### config.mk
export PLATFORM = sky130hd
export DESIGN_NAME = snv_unit
export DESIGN_NICKNAME = d
export VERILOG_FILES = /design/src/logic/snv_pkg.sv /design/src/logic/snv_fifo.sv /design/src/logic/snv_unit.sv
export VERILOG_INCLUDE_DIRS = /design/src /design/src/logic
export SDC_FILE = /design/constraint.sdc
export NUM_CORES = 1
export LEC_CHECK = 0
export ABC_AREA = 1
export BUFFER_PORTS_ARGS = -buffer_cell sky130_fd_sc_hd__buf_2
export CAP_MARGIN = 20
export CELL_PAD_IN_SITES_DETAIL_PLACEMENT = 0
export CELL_PAD_IN_SITES_GLOBAL_PLACEMENT = 1
export CORE_MARGIN = 2
export CORE_UTILIZATION = 36
export CTS_CLUSTER_DIAMETER = 30
export CTS_CLUSTER_SIZE = 25
export DETAILED_ROUTE_END_ITERATION = 10
export GPL_TIMING_DRIVEN = 0
export HOLD_SLACK_MARGIN = 0.02
export PLACE_DENSITY_LB_ADDON = 0.1
export SYNTH_ARGS = -nofsm -noshare
export SYNTH_HDL_FRONTEND = slang
export SYNTH_SLANG_ARGS = --single-unit
### constraint.sdc
create_clock -name clk_sys -period 15.12 [get_ports clk_sys]
set_input_delay 1.512 -clock clk_sys [delete_from_list [all_inputs] [get_ports clk_sys]]
set_output_delay 1.512 -clock clk_sys [all_outputs]
set_load 0.02 [all_outputs]
### src/logic/snv_defines.svh
// timing counts, opcodes and reset values of the serial nvram command unit
`ifndef SNV_DEFINES_SVH
`define SNV_DEFINES_SVH
`define SNV_CLK_HZ          40000000
`define SNV_PUR_NS          200
`define SNV_STORE_MS        10
`define SNV_PUR_CYC         (((`SNV_PUR_NS * (`SNV_CLK_HZ / 1000000)) + 999) / 1000)
`define SNV_STORE_CYC       (`SNV_STORE_MS * (`SNV_CLK_HZ / 1000))
`define SNV_RECALL_CYC      16
`define SNV_OP_CLR          3'h0
`define SNV_OP_SAVE         3'h1
`define SNV_OP_WRITE        3'h3
`define SNV_OP_SET          3'h4
`define SNV_OP_RELOAD       3'h5
`define SNV_INSTR_BITS      8
`define SNV_DATA_BITS       16
`define SNV_NV_RESET        16'h0000
`endif

### src/logic/snv_pkg.sv
// types shared by the serial nvram command unit
`default_nettype none
package snv_pkg;
	typedef enum logic [2:0] {
		SNV_POWERUP = 3'h0,
		SNV_IDLE    = 3'h1,
		SNV_RECALL  = 3'h2,
		SNV_STORE   = 3'h3
	} snv_xfer_t;
	typedef enum logic [1:0] {
		SNV_SH_INSTR = 2'h0,
		SNV_SH_WDATA = 2'h1,
		SNV_SH_RDATA = 2'h2,
		SNV_SH_DONE  = 2'h3
	} snv_shift_t;
	typedef struct packed {
		logic [3:0] addr;
		logic [2:0] op;
	} snv_instr_t;
	typedef struct packed {
		logic [3:0]  addr;
		logic [15:0] data;
	} snv_wr_t;
endpackage
`default_nettype wire

### src/logic/snv_fifo.sv
// small valid/ready fifo for write words
`timescale 1ns/1ps
`default_nettype none
module snv_fifo #(
	parameter int WIDTH = 20,
	parameter int DEPTH = 16
) (
	input  wire logic             clk_sys,
	input  wire logic             reset,
	input  wire logic [WIDTH-1:0] in_data,
	input  wire logic             in_valid,
	output var  logic             in_ready,
	output var  logic [WIDTH-1:0] out_data,
	output var  logic             out_valid,
	input  wire logic             out_ready
);
	localparam int AW = $clog2(DEPTH);
	initial begin
		if (DEPTH < 2 || (DEPTH & (DEPTH - 1)) != 0) $error("fifo depth must be a power of two");
		if (WIDTH < 1) $error("fifo width must be positive");
	end
	logic [WIDTH-1:0] mem [DEPTH];
	logic [AW:0]      wptr_r;
	logic [AW:0]      rptr_r;
	wire              full  = (wptr_r[AW] != rptr_r[AW]) && (wptr_r[AW-1:0] == rptr_r[AW-1:0]);
	wire              empty = (wptr_r == rptr_r);
	assign in_ready  = !full;
	assign out_valid = !empty;
	assign out_data  = mem[rptr_r[AW-1:0]];
	always_ff @(posedge clk_sys) begin
		if (in_valid && !full) mem[wptr_r[AW-1:0]] <= in_data;
	end
	always_ff @(posedge clk_sys or posedge reset) begin
		if (reset) wptr_r <= '0;
		else if (in_valid && !full) wptr_r <= wptr_r + 1'b1;
	end
	always_ff @(posedge clk_sys or posedge reset) begin
		if (reset) rptr_r <= '0;
		else if (out_ready && !empty) rptr_r <= rptr_r + 1'b1;
	end
endmodule
`default_nettype wire

### src/logic/snv_unit.sv
// serial command front end and nonvolatile transfer control
`timescale 1ns/1ps
`default_nettype none
`include "snv_defines.svh"
module snv_unit #(
	parameter int STORE_CYC = `SNV_STORE_CYC,
	parameter int PUR_CYC   = `SNV_PUR_CYC
) (
	input  wire logic clk_sys,
	input  wire logic reset,
	input  wire logic chip_sel_pin,
	input  wire logic serial_clock_pin,
	input  wire logic serial_in_pin,
	input  wire logic store_n_pin,
	input  wire logic recall_n_pin,
	output var  logic serial_out,
	output var  logic serial_out_en,
	output var  logic store_busy,
	output var  logic write_enabled,
	output var  logic recall_done
);
	initial begin
		if (STORE_CYC < 1 || PUR_CYC < 1) $error("cycle counts must be positive");
		if (STORE_CYC > 16777215 || PUR_CYC > 16777215) $error("cycle count too large");
	end

	// pins come from the host's domain; two flops before use
	logic [1:0] cs_s_r, sk_s_r, di_s_r, st_s_r, rc_s_r;
	always_ff @(posedge clk_sys or posedge reset) begin
		if (reset) begin
			cs_s_r <= 2'h0;
			sk_s_r <= 2'h0;
			di_s_r <= 2'h0;
			st_s_r <= 2'h3;
			rc_s_r <= 2'h3;
		end else begin
			cs_s_r <= {cs_s_r[0], chip_sel_pin};
			sk_s_r <= {sk_s_r[0], serial_clock_pin};
			di_s_r <= {di_s_r[0], serial_in_pin};
			st_s_r <= {st_s_r[0], store_n_pin};
			rc_s_r <= {rc_s_r[0], recall_n_pin};
		end
	end
	wire cs = cs_s_r[1];
	wire di = di_s_r[1];
	logic sk_d_r;
	always_ff @(posedge clk_sys or posedge reset) begin
		if (reset) sk_d_r <= 1'b0;
		else sk_d_r <= sk_s_r[1];
	end
	wire sk_rise = sk_s_r[1] && !sk_d_r;
	wire sk_fall = !sk_s_r[1] && sk_d_r;

	// instruction fields as they stand while the eighth bit is on the line
	function automatic logic [2:0] op_now(input logic [7:0] sr, input logic d);
		return {sr[1:0], d};
	endfunction
	function automatic logic [3:0] addr_now(input logic [7:0] sr);
		return sr[5:2];
	endfunction

	logic [15:0]        ram [16];
	logic [15:0]        nv  [16];
	snv_pkg::snv_xfer_t xfer_r;
	snv_pkg::snv_shift_t sh_r;
	logic [23:0]        cnt_r;
	logic [4:0]         rc_idx_r;
	logic [7:0]         isr_r;
	logic [4:0]         nbit_r;
	logic [15:0]        dsr_r;
	snv_pkg::snv_instr_t ins_r;
	logic               wel_r;
	logic               prl_r;
	logic               sw_store_r;
	logic               sw_recall_r;

	wire busy_other = (xfer_r != snv_pkg::SNV_IDLE);
	wire serial_active = cs && (nbit_r != 5'h0 || sh_r != snv_pkg::SNV_SH_INSTR);
	wire hw_store  = !st_s_r[1] && !serial_active;
	wire hw_recall = !rc_s_r[1] && !serial_active;
	wire can_store = wel_r && prl_r;

	// write words queue here so the ram port is shared with recall copies
	snv_pkg::snv_wr_t wq_in, wq_out;
	logic             wq_valid, wq_in_ready, wq_out_valid;
	wire              wq_pop = wq_out_valid && xfer_r == snv_pkg::SNV_IDLE;
	snv_fifo #(.WIDTH(20), .DEPTH(16)) u_wq (
		.clk_sys   (clk_sys),
		.reset     (reset),
		.in_data   (wq_in),
		.in_valid  (wq_valid),
		.in_ready  (wq_in_ready),
		.out_data  (wq_out),
		.out_valid (wq_out_valid),
		.out_ready (wq_pop)
	);

	// serial shifter: advances only on sampled edges, so a paused clock just waits
	always_ff @(posedge clk_sys or posedge reset) begin
		if (reset) begin
			sh_r        <= snv_pkg::SNV_SH_INSTR;
			nbit_r      <= 5'h0;
			isr_r       <= 8'h00;
			dsr_r       <= 16'h0000;
			ins_r       <= '0;
			wq_valid    <= 1'b0;
			wq_in       <= '0;
			sw_store_r  <= 1'b0;
			sw_recall_r <= 1'b0;
		end else begin
			wq_valid <= 1'b0;
			if (xfer_r == snv_pkg::SNV_RECALL) sw_recall_r <= 1'b0;
			if (xfer_r == snv_pkg::SNV_STORE || !can_store) sw_store_r <= 1'b0;
			if (!cs || busy_other) begin
				// deselect drops a partial instruction; busy inhibits the link
				sh_r   <= snv_pkg::SNV_SH_INSTR;
				nbit_r <= 5'h0;
				isr_r  <= 8'h00;
			end else if (sk_rise) begin
				unique case (sh_r)
					snv_pkg::SNV_SH_INSTR: begin
						if (nbit_r != 5'h0 || di) begin
							isr_r  <= {isr_r[6:0], di};
							nbit_r <= nbit_r + 5'h1;
						end
						if (nbit_r == 5'h7) begin
							nbit_r <= 5'h0;
							ins_r.addr <= addr_now(isr_r);
							ins_r.op   <= op_now(isr_r, di);
							unique casez (op_now(isr_r, di))
								3'b11?: begin
									dsr_r <= ram[addr_now(isr_r)];
									sh_r  <= snv_pkg::SNV_SH_RDATA;
								end
								`SNV_OP_WRITE: sh_r <= snv_pkg::SNV_SH_WDATA;
								`SNV_OP_SAVE: begin
									sw_store_r <= can_store;
									sh_r       <= snv_pkg::SNV_SH_DONE;
								end
								`SNV_OP_RELOAD: begin
									sw_recall_r <= 1'b1;
									sh_r        <= snv_pkg::SNV_SH_DONE;
								end
								default: sh_r <= snv_pkg::SNV_SH_DONE;
							endcase
						end
					end
					snv_pkg::SNV_SH_WDATA: begin
						dsr_r  <= {dsr_r[14:0], di};
						nbit_r <= nbit_r + 5'h1;
						if (nbit_r == 5'hF) begin
							sh_r     <= snv_pkg::SNV_SH_DONE;
							wq_in    <= {ins_r.addr, dsr_r[14:0], di};
							wq_valid <= wel_r && prl_r && wq_in_ready;
						end
					end
					snv_pkg::SNV_SH_RDATA: begin
						dsr_r  <= {dsr_r[14:0], 1'b0};
						nbit_r <= nbit_r + 5'h1;
						if (nbit_r == 5'hF) sh_r <= snv_pkg::SNV_SH_DONE;
					end
					snv_pkg::SNV_SH_DONE: ;
				endcase
			end
		end
	end

	// read output: first bit enabled at the falling edge after the eighth clock
	always_ff @(posedge clk_sys or posedge reset) begin
		if (reset) begin
			serial_out    <= 1'b0;
			serial_out_en <= 1'b0;
		end else if (sh_r != snv_pkg::SNV_SH_RDATA || !cs) begin
			serial_out_en <= 1'b0;
			serial_out    <= 1'b0;
		end else if (sk_fall && nbit_r == 5'h0) begin
			serial_out_en <= 1'b1;
			serial_out    <= dsr_r[15];
		end else if (serial_out_en) begin
			serial_out <= dsr_r[15];
		end
	end

	// transfer sequencer: power-up wait, recall copy, timed store
	always_ff @(posedge clk_sys or posedge reset) begin
		if (reset) begin
			xfer_r   <= snv_pkg::SNV_POWERUP;
			cnt_r    <= 24'h000000;
			rc_idx_r <= 5'h00;
		end else begin
			unique case (xfer_r)
				snv_pkg::SNV_POWERUP: begin
					cnt_r <= cnt_r + 24'h1;
					if (cnt_r >= 24'(PUR_CYC - 1)) begin
						xfer_r   <= snv_pkg::SNV_RECALL;
						cnt_r    <= 24'h0;
						rc_idx_r <= 5'h00;
					end
				end
				snv_pkg::SNV_IDLE: begin
					cnt_r <= 24'h0;
					if ((sw_store_r || hw_store) && can_store) begin
						xfer_r <= snv_pkg::SNV_STORE;
					end else if ((sw_recall_r || hw_recall) && !wq_out_valid) begin
						xfer_r   <= snv_pkg::SNV_RECALL;
						rc_idx_r <= 5'h00;
					end
				end
				snv_pkg::SNV_RECALL: begin
					rc_idx_r <= rc_idx_r + 5'h1;
					if (rc_idx_r == 5'hF) xfer_r <= snv_pkg::SNV_IDLE;
				end
				snv_pkg::SNV_STORE: begin
					cnt_r <= cnt_r + 24'h1;
					if (cnt_r >= 24'(STORE_CYC - 1)) xfer_r <= snv_pkg::SNV_IDLE;
				end
				default: xfer_r <= snv_pkg::SNV_IDLE;
			endcase
		end
	end

	// arrays: recall copies a word per cycle, store snapshots all on completion
	always_ff @(posedge clk_sys) begin
		if (xfer_r == snv_pkg::SNV_RECALL) ram[rc_idx_r[3:0]] <= nv[rc_idx_r[3:0]];
		else if (wq_pop) ram[wq_out.addr] <= wq_out.data;
	end
	always_ff @(posedge clk_sys or posedge reset) begin
		if (reset) begin
			for (int i = 0; i < 16; i++) nv[i] <= `SNV_NV_RESET;
		end else if (xfer_r == snv_pkg::SNV_STORE && cnt_r >= 24'(STORE_CYC - 1)) begin
			for (int i = 0; i < 16; i++) nv[i] <= ram[i];
		end
	end

	// latches
	always_ff @(posedge clk_sys or posedge reset) begin
		if (reset) begin
			wel_r <= 1'b0;
			prl_r <= 1'b0;
		end else begin
			if (xfer_r == snv_pkg::SNV_RECALL && rc_idx_r == 5'hF) prl_r <= 1'b1;
			if (xfer_r == snv_pkg::SNV_STORE && cnt_r >= 24'(STORE_CYC - 1)) begin
				wel_r <= 1'b0;
			end else if (cs && sk_rise && !busy_other && sh_r == snv_pkg::SNV_SH_INSTR
				&& nbit_r == 5'h7) begin
				if (op_now(isr_r, di) == `SNV_OP_SET) wel_r <= 1'b1;
				else if (op_now(isr_r, di) == `SNV_OP_CLR) wel_r <= 1'b0;
			end
		end
	end

	always_ff @(posedge clk_sys or posedge reset) begin
		if (reset) begin
			store_busy    <= 1'b0;
			write_enabled <= 1'b0;
			recall_done   <= 1'b0;
		end else begin
			store_busy    <= (xfer_r == snv_pkg::SNV_STORE);
			write_enabled <= wel_r;
			recall_done   <= prl_r;
		end
	end

	// checks on the command path and the transfer sequencer
	chk_out_tristate: assert property (@(posedge clk_sys) disable iff (reset)
		serial_out_en |-> $past(sh_r) == snv_pkg::SNV_SH_RDATA)
		else $error("output driven outside read");
	chk_store_clears: assert property (@(posedge clk_sys) disable iff (reset)
		(xfer_r == snv_pkg::SNV_STORE ##1 xfer_r == snv_pkg::SNV_IDLE) |=> !wel_r)
		else $error("latch still set after store");
	chk_store_needs_latches: assert property (@(posedge clk_sys) disable iff (reset)
		(xfer_r == snv_pkg::SNV_IDLE ##1 xfer_r == snv_pkg::SNV_STORE) |-> $past(can_store))
		else $error("store without latches");
	chk_recall_sets_prl: assert property (@(posedge clk_sys) disable iff (reset)
		(xfer_r == snv_pkg::SNV_RECALL && rc_idx_r == 5'hF) |=> prl_r)
		else $error("recall did not set latch");
	chk_no_write_early: assert property (@(posedge clk_sys) disable iff (reset)
		wq_valid |-> prl_r && wel_r)
		else $error("write accepted without latches");
	chk_store_inhibits: assert property (@(posedge clk_sys) disable iff (reset)
		xfer_r == snv_pkg::SNV_STORE |=> nbit_r == 5'h0 && !serial_out_en)
		else $error("link active during store");
	chk_deselect_clears: assert property (@(posedge clk_sys) disable iff (reset)
		!cs |=> nbit_r == 5'h0 && isr_r == 8'h00)
		else $error("shift register kept after deselect");
	chk_powerup_recall: assert property (@(posedge clk_sys) disable iff (reset)
		(xfer_r == snv_pkg::SNV_POWERUP ##1 xfer_r != snv_pkg::SNV_POWERUP)
		|-> xfer_r == snv_pkg::SNV_RECALL)
		else $error("power-up did not recall");
	chk_write_opcode: assert property (@(posedge clk_sys) disable iff (reset)
		wq_valid |-> ins_r.op == `SNV_OP_WRITE)
		else $error("write queued without write opcode");
	chk_latch_powerup: assert property (@(posedge clk_sys) disable iff (reset)
		xfer_r == snv_pkg::SNV_POWERUP |-> !wel_r)
		else $error("latch set during power-up");
	chk_store_count: assert property (@(posedge clk_sys) disable iff (reset)
		xfer_r == snv_pkg::SNV_STORE |-> cnt_r < 24'(STORE_CYC))
		else $error("store counter past its end");
	chk_pins_wait_link: assert property (@(posedge clk_sys) disable iff (reset)
		(xfer_r == snv_pkg::SNV_IDLE && !sw_store_r && !sw_recall_r
			##1 xfer_r != snv_pkg::SNV_IDLE) |-> $past(!serial_active))
		else $error("pin request taken during an instruction");
	chk_out_quiet_write: assert property (@(posedge clk_sys) disable iff (reset)
		sh_r == snv_pkg::SNV_SH_WDATA |=> !serial_out_en)
		else $error("output driven during write data");

	// main scenarios: store, read, queued write, pin recall, aborted instruction
	cov_store: cover property (@(posedge clk_sys) disable iff (reset)
		xfer_r == snv_pkg::SNV_IDLE ##1 xfer_r == snv_pkg::SNV_STORE);
	cov_read: cover property (@(posedge clk_sys) disable iff (reset) $rose(serial_out_en));
	cov_write: cover property (@(posedge clk_sys) disable iff (reset) wq_pop);
	cov_pin_recall: cover property (@(posedge clk_sys) disable iff (reset)
		xfer_r == snv_pkg::SNV_IDLE && hw_recall ##1 xfer_r == snv_pkg::SNV_RECALL);
	cov_abort: cover property (@(posedge clk_sys) disable iff (reset)
		cs && nbit_r != 5'h0 ##1 !cs);
endmodule
`default_nettype wire
== Yosys cells after proc, flatten, opt, wreduce, memory -nomap -nowiden ==
Memory sizes are Yosys's and may differ from the RTL's. A register that Yosys moved wholly into a read port is not among the register bits.
Cells that the tools add are included.
Storage, ports and cells
  bits in registers: 116
  logic and storage cells: 202
  memories kept: 2
  bits in writable memories: 576
  output and inout bits: 5
Operators by class
  bitwise operators: 2
  $add $sub $neg: 5
  reduce and logical (&&, ||, !) cells: 65
  equal/unequal tests: 29
  magnitude comparators: 3
  multiplexer cells: 68
Memory list
  u_wq.mem: words 16, bits a word 20, rd ports 1, clocked after Yosys merged registers in 0, wr ports 1, RTL line snv_fifo.sv:22  | logic [WIDTH-1:0] mem [DEPTH];
  ram: words 16, bits a word 16, rd ports 17, clocked after Yosys merged registers in 16, wr ports 1, RTL line snv_unit.sv:62  | logic [15:0] ram [16];
Operators by type and width (count)
  $mux W16: 5
  $pmux W24 S3: 1
  $bmux W16 S4: 1
  $pmux W16 S3: 1
  $mux W5: 7
  $mux W1: 33
  $add A24 B1 Y24 const B: 1
  $ge A24 B19 Y1 const B: 1
  $ge A24 B3 Y1 const B: 1
  $mux W24: 1
  $mux W6: 4
  $add A5 B1 Y5 const B: 4
  $logic_and A1 B1 Y1: 20
  $reduce_and A4 Y1: 5
  $reduce_bool A3 Y1: 6
  $reduce_or A16 Y1: 1
  $mux W3: 5
  $pmux W5 S3: 1
  $pmux W3 S4: 1
  $reduce_bool A2 Y1: 6
  $eq A5 B4 Y1 const B: 2
  $logic_not A1 Y1: 10
  $ne A2 B2 Y1 const B: 5
  $pmux W5 S2: 1
  other kinds (28): 49

== Depth between registers and ports, before layout ==
Gate-level depths: netlist of the first run.
  depth in word-level cells: 10
  gate-level depth with buffers: 15
  mapped depth without buffers: 14

== Hierarchy ==
From an unflattened synthesis of the first run, not the netlist that was laid out.
Unflattened totals
  cell total of the unflattened synthesis: 4217
  area, all modules: 41257.1 µm²
By module, submodules not included
  snv_unit: times used 1, cells each 3007, area each 27611.5 µm²
  snv_fifo: times used 1, cells each 1210, area each 13645.6 µm²

== Worst setup path before layout of the first run ==
OpenSTA, ideal clock, no wires.
  path kind: flip-flop to flip-flop
  start point: register u_wq.rptr_r[0]
  end point: memory ram[0][0] (enable)
  arrival: 2.244 ns
  stages on the path, launching flop included: 14
  period minus slack after synthesis: 2.632 ns
  setup time: 0.388 ns
  slack: 12.488 ns
  path through: dfrtp_1 > buf_4 > inv_2 > nand2_1 > nand2_1 > nor2_1 > nand3_2 > nand2_2 > nor2_2 > buf_2 > nand3_1 > nand2_1 > nand3_1 > nor2_1
Between the ends
  longest elaborated chain between the ends: 8
  elaborated cells between the ends (all ways): 10
  classes of those cells: 1 x eq/ne; 5 x mux; 3 x reduce/logical; 1 x memory
Ends and longest elaborated chain
  start: declaration: RTL line snv_fifo.sv:24  | logic [AW:0] rptr_r;
  start signal: assignment: RTL line snv_fifo.sv:39  | else if (out_ready && !empty) rptr_r <= rptr_r + 1'b1;
  $eq A5 B5 Y1: RTL line snv_fifo.sv:26  | wire empty = (wptr_r == rptr_r);
  $logic_not A1 Y1: RTL line snv_fifo.sv:28  | assign out_valid = !empty;
  $logic_and A1 B1 Y1: RTL line snv_unit.sv:86  | wire wq_pop = wq_out_valid && xfer_r == snv_pkg::SNV_IDLE;
  $mux W1: RTL line snv_unit.sv:225  | else if (wq_pop) ram[wq_out.addr] <= wq_out.data;
  $mux W1: RTL line snv_unit.sv:224  | if (xfer_r == snv_pkg::SNV_RECALL) ram[rc_idx_r[3:0]] <= nv[rc_idx_r[3:0]];
  $mux W1 (implied by the code): RTL line snv_unit.sv:225
  $reduce_or A16 Y1 (no line)
  $mux W4 (no line) or $mux W1 (tied branches)
  end: declaration: RTL line snv_unit.sv:62
Parallel ways exist; a longest one is shown, timed or not.

== Final worst setup path of the first run ==
  start point: register rc_idx_r[0]
  end point: memory ram[5][4] (data pin)
Between the ends
  longest elaborated chain between the ends: 5
Ends and longest elaborated chain
  start: declaration: RTL line snv_unit.sv:67  | logic [4:0] rc_idx_r;
  start signal: assignment: RTL line snv_unit.sv:210  | rc_idx_r <= rc_idx_r + 5'h1;
  $not A4 Y5 (implied by the code): RTL line snv_unit.sv:224
  $bmux W16 S4: RTL line snv_unit.sv:224
  $mux W16 (implied by the code) (2 in a row): RTL line snv_unit.sv:224
  $mux W16 (no line)
No other way between the ends. The select of a mux whose other input is x is not followed.

==> key figures, run 1 <==
Pwr
  – P_leak: 20.50 nW
  – Pwr dens: 185.8 mW/mm^2
  – Max VDD drop: 0.0001131 V
  – PnR Total Power: 0.009724 W

Layout
  – Utilization after layout: 0.4657
  – Layout cell share with drive strength beyond 1: 0.1484
  – Filler cells: 10660
  – P&R area growth vs syn: 28.35%
  – Register area: 0.02659 mm^2
  – Final net count: 4241
  – Multi-input gate area: 0.01218 mm^2

Synth
  – Top cells by area, synth: edfxtp_1 (42%), dfrtp_1 (23%), nand2_1 (7.4%), o21ai_0 (5.1%), nand3_1 (4.1%)
  – Yosys top cell area share: 0.4243
  – Ys async rst share: 0.3918
  – Post-synth EDFFs: 576
  – Count leader, synth: nand2_1
  – Post-synth top cells: nand2_1 (799), edfxtp_1 (576), o21ai_0 (415), nor2_1 (385), dfrtp_1 (367)
  – Netlist cell types: 46
  – Post-Syn Instances: 3925
  – FF+latch count, synth: 947
  – Synthesized area: 0.04077 mm^2
  – Syn_nets: 3952
  – Dominant cell type by area after synthesis: edfxtp_1
  – Syn. warnings: 0
  – Avg Cell Area, Syn: 10.39 um^2
  – Top_reg_cell synth: edfxtp_1
  – Seq/Total Area, Yosys: 0.6522

CTS
  – Worst-Skew Late Latency: 830 ps
  – Clk root buf: clkbuf_16
  – # H-tree levels: 4
  – Post-CTS Hold Buffers: 0
  – CTS buffer count: 237
  – Clock Sinks: 947
  – Post_cts resized: 0
  – Clock Path Buffers: 3
  – Clock Pin Slew Worst Setup and Hold Paths: 40 ps
  – Post-CTS Repair Setup Buffers: 0
  – TritonCTS clock tree: yes

Setup path
  – CP cell instances: buf_2 -> buf_2 -> clkbuf_1 -> nor2_1 -> o221ai_1 -> nand3_1 -> nand2_1 -> nand2_1 -> nand2_1
  – CP arrival: 5170 ps
  – CP Capture Type: flip-flop
  – Crit path depth: 9
  – Crit-path leading delay family: buffers and inverters
  – Worst reg2reg path endpoint: ram[5][4]
  – Startpoint types: flip-flop
  – Slowest stage cell, crit path: nand2_1
  – CP Max Fanout: 16
  – R2R Path Start: rc_idx_r[0]
  – R2R setup slack: 10370 ps
  – Cell count of the worst reg-to-reg path: 9
  – Setup crit start: rc_idx_r[0]
  – Crit path required time: 15540 ps
  – Setup CP Type: flip-flop to flip-flop
  – CP peak stage delay: 910 ps
  – Most used cell, CP: nand2_1
  – Critical path endpoint: ram[5][4]
  – Worst path buffer plus inverter count: 3

Floorplanning
  – Rows: 123
  – Initial Utilization: 0.3629
  – IO Pins: 12
  – Core ar.: 0.1123 mm^2
  – Die area: 0.1159 mm^2
  – Die width: 340.5 um
  – Die Ht: 340.5 um

GRT
  – Gr ovfl total: 0
  – Total GRT Usage: 0.2948
  – Routing usage on met2: 0.4306
  – Largest net degree at the start of global routing: 112
  – M1 GR Usage: 0.4063
  – Vias in the first global route: 31940
  – Initial antenna violation count: 4
  – GRT Max-Usage Layer: met2
  – Met3 Usage GRT: 0.07269
  – First-pass GRT wire length: 241300 um

Placed design
  – Port bufs: 11
  – Global placer's final weighted congestion: 0.9793
  – HPWL after DPL: 117300 um
  – Pre-CTS setup slack: 10710 ps

Detailed routing
  – Final wirelength: 171700 um
  – 1st-pass router iterations: 6
  – DRC violations left: 0
  – Vias/cell: 5.508
  – DRT iter0 DRCs: 3350
  – Drt wl/cell: 28.95 um
  – Final ANT Viol Nets: 0
  – Via count: 32670

Status
  – Outcome: completed

Job
  – Max Cap Viol: 0

Timing
  – FMAX: 0.2107 GHz
  – Min Tclk post-route: 4745 ps
  – Clock skew: 50.18 ps
  – RSZ-0062 raised after global routing: false
  – Final period util: 0.3138
  – Relative slew slack: 0.1029
  – Final hold vios: 0
  – Final setup margin: 10370 ps
  – Finish-stage setup viols: 0
  – Worst Tran Pin Value: 1346 ps
  – Final setup TNS: 0 ps
  – Slew Viols, Final: 0

Min path
  – Hold/Removal Path Class: flip-flop to flip-flop
-- logic make-up (layout without fill, tap and decap cells) --
logic type	Yosys count	count (layout)	share of synthesized area
AO/OA/AOI/OAI	878	878	0.1285
XOR/XNOR	12	12	0.002578
adder cells (fa/ha/maj)	20	20	0.006139
buffers and inverters	502	1004	0.05239
flip-flops	947	947	0.6522
other	0	4	0
AND/OR/NAND/NOR	1566	1566	0.1582
-- power by group --
| group | switching, W | leakage (nW) | internal (W) | total (W) |
|---|---|---|---|---|
| Clock | 0.00165 | 4.19 | 0.00379 | 0.00544 |
| Combinational | 0.00109 | 6.62 | 0.000251 | 0.00134 |
| Sequential | 0.0000357 | 9.69 | 0.00291 | 0.00294 |
| Total | 0.00277 | 20.5 | 0.00695 | 0.00972 |
-- worst min path at each step --
stage,from,end,slack (ps),cells past startpoint
CTS,rc_s_r[0],rc_s_r[1],350,0
finish,st_s_r[0],st_s_r[1],350,0
global route,rc_s_r[0],rc_s_r[1],360,0
floorplan,cs_s_r[0],cs_s_r[1],330,0
detailed placement,st_s_r[0],st_s_r[1],350,0
global placement,st_s_r[0],st_s_r[1],350,0
-- state kept, by name (all words and copies together) (netlist names), 4 cells and up --
name,flops
nbit_r,5
rc_idx_r,5
cnt_r,24
ins_r,4
u_wq.rptr_r,5
u_wq.mem,320
u_wq.wptr_r,5
dsr_r,16
isr_r,6
nv,256
wq_in,20
ram,256
-- layout make-up --
type,count,area share
inverter,243,0.01758
clock inverter,159,0.04276
timing repair buffer,50,0.01609
antenna,4,0.0001913
tap,1500,0.03587
buffer,259,0.02339
multi-input combinational,2476,0.2327
clock buffer,293,0.1233
sequential,947,0.5081
-- routing by layer --
metal / share of wire / vias up
met4: 0.053 / 0
met1: 0.43 / 16410
met3: 0.088 / 363
met5: 0 / -
li1: - / 14370
met2: 0.43 / 1522
-- stage by stage --
step,std cells,instance area [um^2],hold slack [ps]
final,5931,52320,352.1
after global routing,5927,52310,355.5
after CTS,5926,52300,352.6
after detailed placement,5474,43610,348.7
after global placement,5436,42700,346.1
after floorplan,3925,40770,331.2
-- worst reg2reg max path: stages (launching register included) --
cell and delay (ps):
dfrtp_1 630, buf_2 290, buf_2 450, clkbuf_1 820, nor2_1 80, o221ai_1 610, nand3_1 320, nand2_1 170
nand2_1 60, nand2_1 910
-- cells in the final DEF (no fill, tap or decap), types with 8 or more instances in the layout --
master        n
nand3_1     331
clkinv_4     12
dfrtp_1     367
nand4_1      14
a22oi_1      15
nor2_2       22
clkinvlp_4   28
edfxtp_1    576
nand2_1     799
bufinv_16    46
clkbuf_16   239
clkinv_2     45
clkbuf_8     27
buf_8        19
buf_2        58
a21oi_1      98
buf_6        26
buf_1        20
o221ai_1     68
inv_1       234
xor2_1        8
o22ai_1      54
o21ai_1      59
nor2_1      354
o21ai_0     415
nor2_4       10
nor3_1       16
a31oi_1      18
buf_16       17
clkbuf_1    190
o211ai_1     79
o21ai_2      64
ha_1         20
clkinv_1     18
Note: power is estimated with default switching activity, not from simulation.
==> run 2, diff against run 1 <==
==> constraint.sdc (replaced) <==
create_clock -name clk_sys -period 4.66 [get_ports clk_sys]
set_input_delay 0.466 -clock clk_sys [delete_from_list [all_inputs] [get_ports clk_sys]]
set_output_delay 0.466 -clock clk_sys [all_outputs]
set_load 0.02 [all_outputs]
==> key figures, run 2 (synthesized netlist as in run 1, its figures left out) <==
Layout
  – Final net count: 4251
  – Largest register FFs: 320
  – Commonest non-fill, non-tap cell in the layout: nand2_1
  – Highest-count cells in the layout ignoring fill and taps: nand2_1 (799), edfxtp_1 (576), o21ai_0 (415)
  – P&R area growth vs syn: 27.61%
  – Finished Layout Cells: 5929
  – Layout cell share with drive strength beyond 1: 0.1419
  – Filler cells: 10580

Floorplanning
  – Initial Utilization: 0.3629
  – Core ar.: 0.1123 mm^2
  – Rows: 123
  – Die width: 340.5 um
  – Die area: 0.1159 mm^2
  – Die Ht: 340.5 um
  – IO Pins: 12

Setup path
  – Slowest stage cell, crit path: buf_1
  – Startpoint types: flip-flop
  – CP Max Fanout: 16
  – R2R setup slack: -90 ps
  – Setup CP Type: flip-flop to flip-flop
  – Setup crit start: rc_idx_r[0]
  – CP peak stage delay: 920 ps
  – CP arrival: 5160 ps
  – Cell count of the worst reg-to-reg path: 9
  – Most used cell, CP: nand2_1
  – Crit-path leading delay family: buffers and inverters
  – Worst path buffer plus inverter count: 3
  – CP cell instances: inv_1 -> clkbuf_1 -> buf_1 -> nor2_1 -> o221ai_1 -> o211ai_1 -> nand2_1 -> nand2_1 -> nand2_1
  – Worst reg2reg path endpoint: ram[7][8]
  – R2R Path Start: rc_idx_r[0]
  – Crit path required time: 5060 ps
  – CP Capture Type: flip-flop

GRT
  – Vias in the first global route: 31280
  – Total GRT Usage: 0.2916
  – Gr ovfl total: 0
  – First-pass GRT wire length: 239000 um
  – Initial antenna violation count: 3
  – Largest net degree at the start of global routing: 38

Detailed routing
  – Drt wl/cell: 28.70 um
  – DRT iter0 DRCs: 3736
  – Via count: 32470
  – Final wirelength: 170100 um
  – Final ANT Viol Nets: 0
  – Vias/cell: 5.476
  – 1st-pass router iterations: 6
  – DRC violations left: 0

CTS
  – Worst-Skew Late Latency: 820 ps
  – Clock Sinks: 947
  – TritonCTS clock tree: yes
  – Clk root buf: clkbuf_16
  – # H-tree levels: 4
  – Clock Path Buffers: 3
  – Post-CTS Repair Setup Buffers: 0
  – Clock Pin Slew Worst Setup and Hold Paths: 50 ps
  – Post_cts resized: 0
  – CTS buffer count: 234

Pwr
  – Pwr dens: 589.3 mW/mm^2
  – P_leak: 20.35 nW
  – Max VDD drop: 0.0004366 V

Timing
  – Clock skew: 62.80 ps
  – Min Tclk post-route: 4753 ps
  – Final setup TNS: -988.3 ps
  – Final hold vios: 0
  – Finish-stage setup viols: 16
  – Slew Viols, Final: 0
  – Worst Tran Pin Value: 1290 ps
  – RSZ-0062 raised after global routing: true
  – FMAX: 0.2104 GHz
  – Final period util: 1.020
  – Relative slew slack: 0.1401
  – Final setup margin: -92.92 ps

Placed design
  – Placed cells: 5482
  – HPWL after DPL: 117500 um
  – Port bufs: 11
  – Global placer's final weighted congestion: 1.012

Min path
  – Hold Startpoint: store_n_pin
  – Worst Hold Depth: 2
  – Hold EP: st_s_r[0]
  – Hold/Removal Path Class: primary input to flip-flop

Job
  – Max Cap Viol: 0

Status
  – Failing checks: negative setup slack
  – Outcome: complete, but fails checks
-- run 2: cell types whose count changed in the layout (fill, tap and decap cells not counted), sizes merged --
cell	delta
dlygate4sd3	+6
clkbuf	-1
bufinv	-7
clkinv	+2
buf	+7
inv	-3
clkinvlp	-5
diode	-1
-- run 2: report_power, final --
part | total, W | internal, W | switching (W)
Sequential | 0.00955 | 0.00943 | 0.000116
Clock | 0.0168 | 0.0116 | 0.00520
Combinational | 0.00430 | 0.000808 | 0.00349
Total | 0.0307 | 0.0219 | 0.00881
-- run 2: how the worst max path moves through the flow --
stage          depth (start not counted)         end
2_1_floorplan                          1    cnt_r[0]
3_3_place_gp                           2     nv[183]
3_5_place_dp                           9   ram[3][8]
4_1_cts                                9  ram[13][8]
5_1_grt                                9   ram[7][8]
6_report                               9   ram[7][8]
-- run 2: repair_timing --
action / 4_1_cts / 5_1_grt
setup endpoints to repair: 0 / 16
endpoints found under the hold margin: 27 / 0
hold buffers: 6 / 0
-- run 2: layer usage --
metal	GRT usage	routed length, um	up-vias
met5	0	0	-
met4	0.1468	8953	0
met3	0.05738	14910	371
met2	0.4282	73090	1643
met1	0.4112	73180	16060
li1	-	-	14400
-- run 2: final cells by class --
type                       count  area, um^2  share of cell area
antenna                        3       7.507           0.0001443
buffer                       259        1224             0.02352
clock buffer                 292        6285              0.1208
clock inverter               146        1954             0.03757
inverter                     243       915.9             0.01761
multi-input combinational   2476       12180              0.2340
sequential                   947       26590              0.5110
tap                         1500        1877             0.03608
timing repair buffer          63       998.5             0.01919
-- run 2: stage by stage --
| step | instance area, um^2 | hold WS, ps | util | total power, W | setup WS [ps] |
|---|---|---|---|---|---|
| 3_3_place_gp | 42700 | 346.1 | 0.3801 | 0.01363 | -4087 |
| 5_1_grt | 52010 | 295.0 | 0.4630 | 0.03131 | -55.63 |
| 6_report | 52020 | 310.7 | 0.4631 | 0.03066 | -92.92 |
| 2_1_floorplan | 40770 | 331.2 | - | 0.01140 | -782.9 |
| 3_5_place_dp | 43720 | 346.8 | 0.3891 | 0.01380 | 189.3 |
| 4_1_cts | 52010 | 246.5 | 0.4630 | 0.03058 | 150.4 |
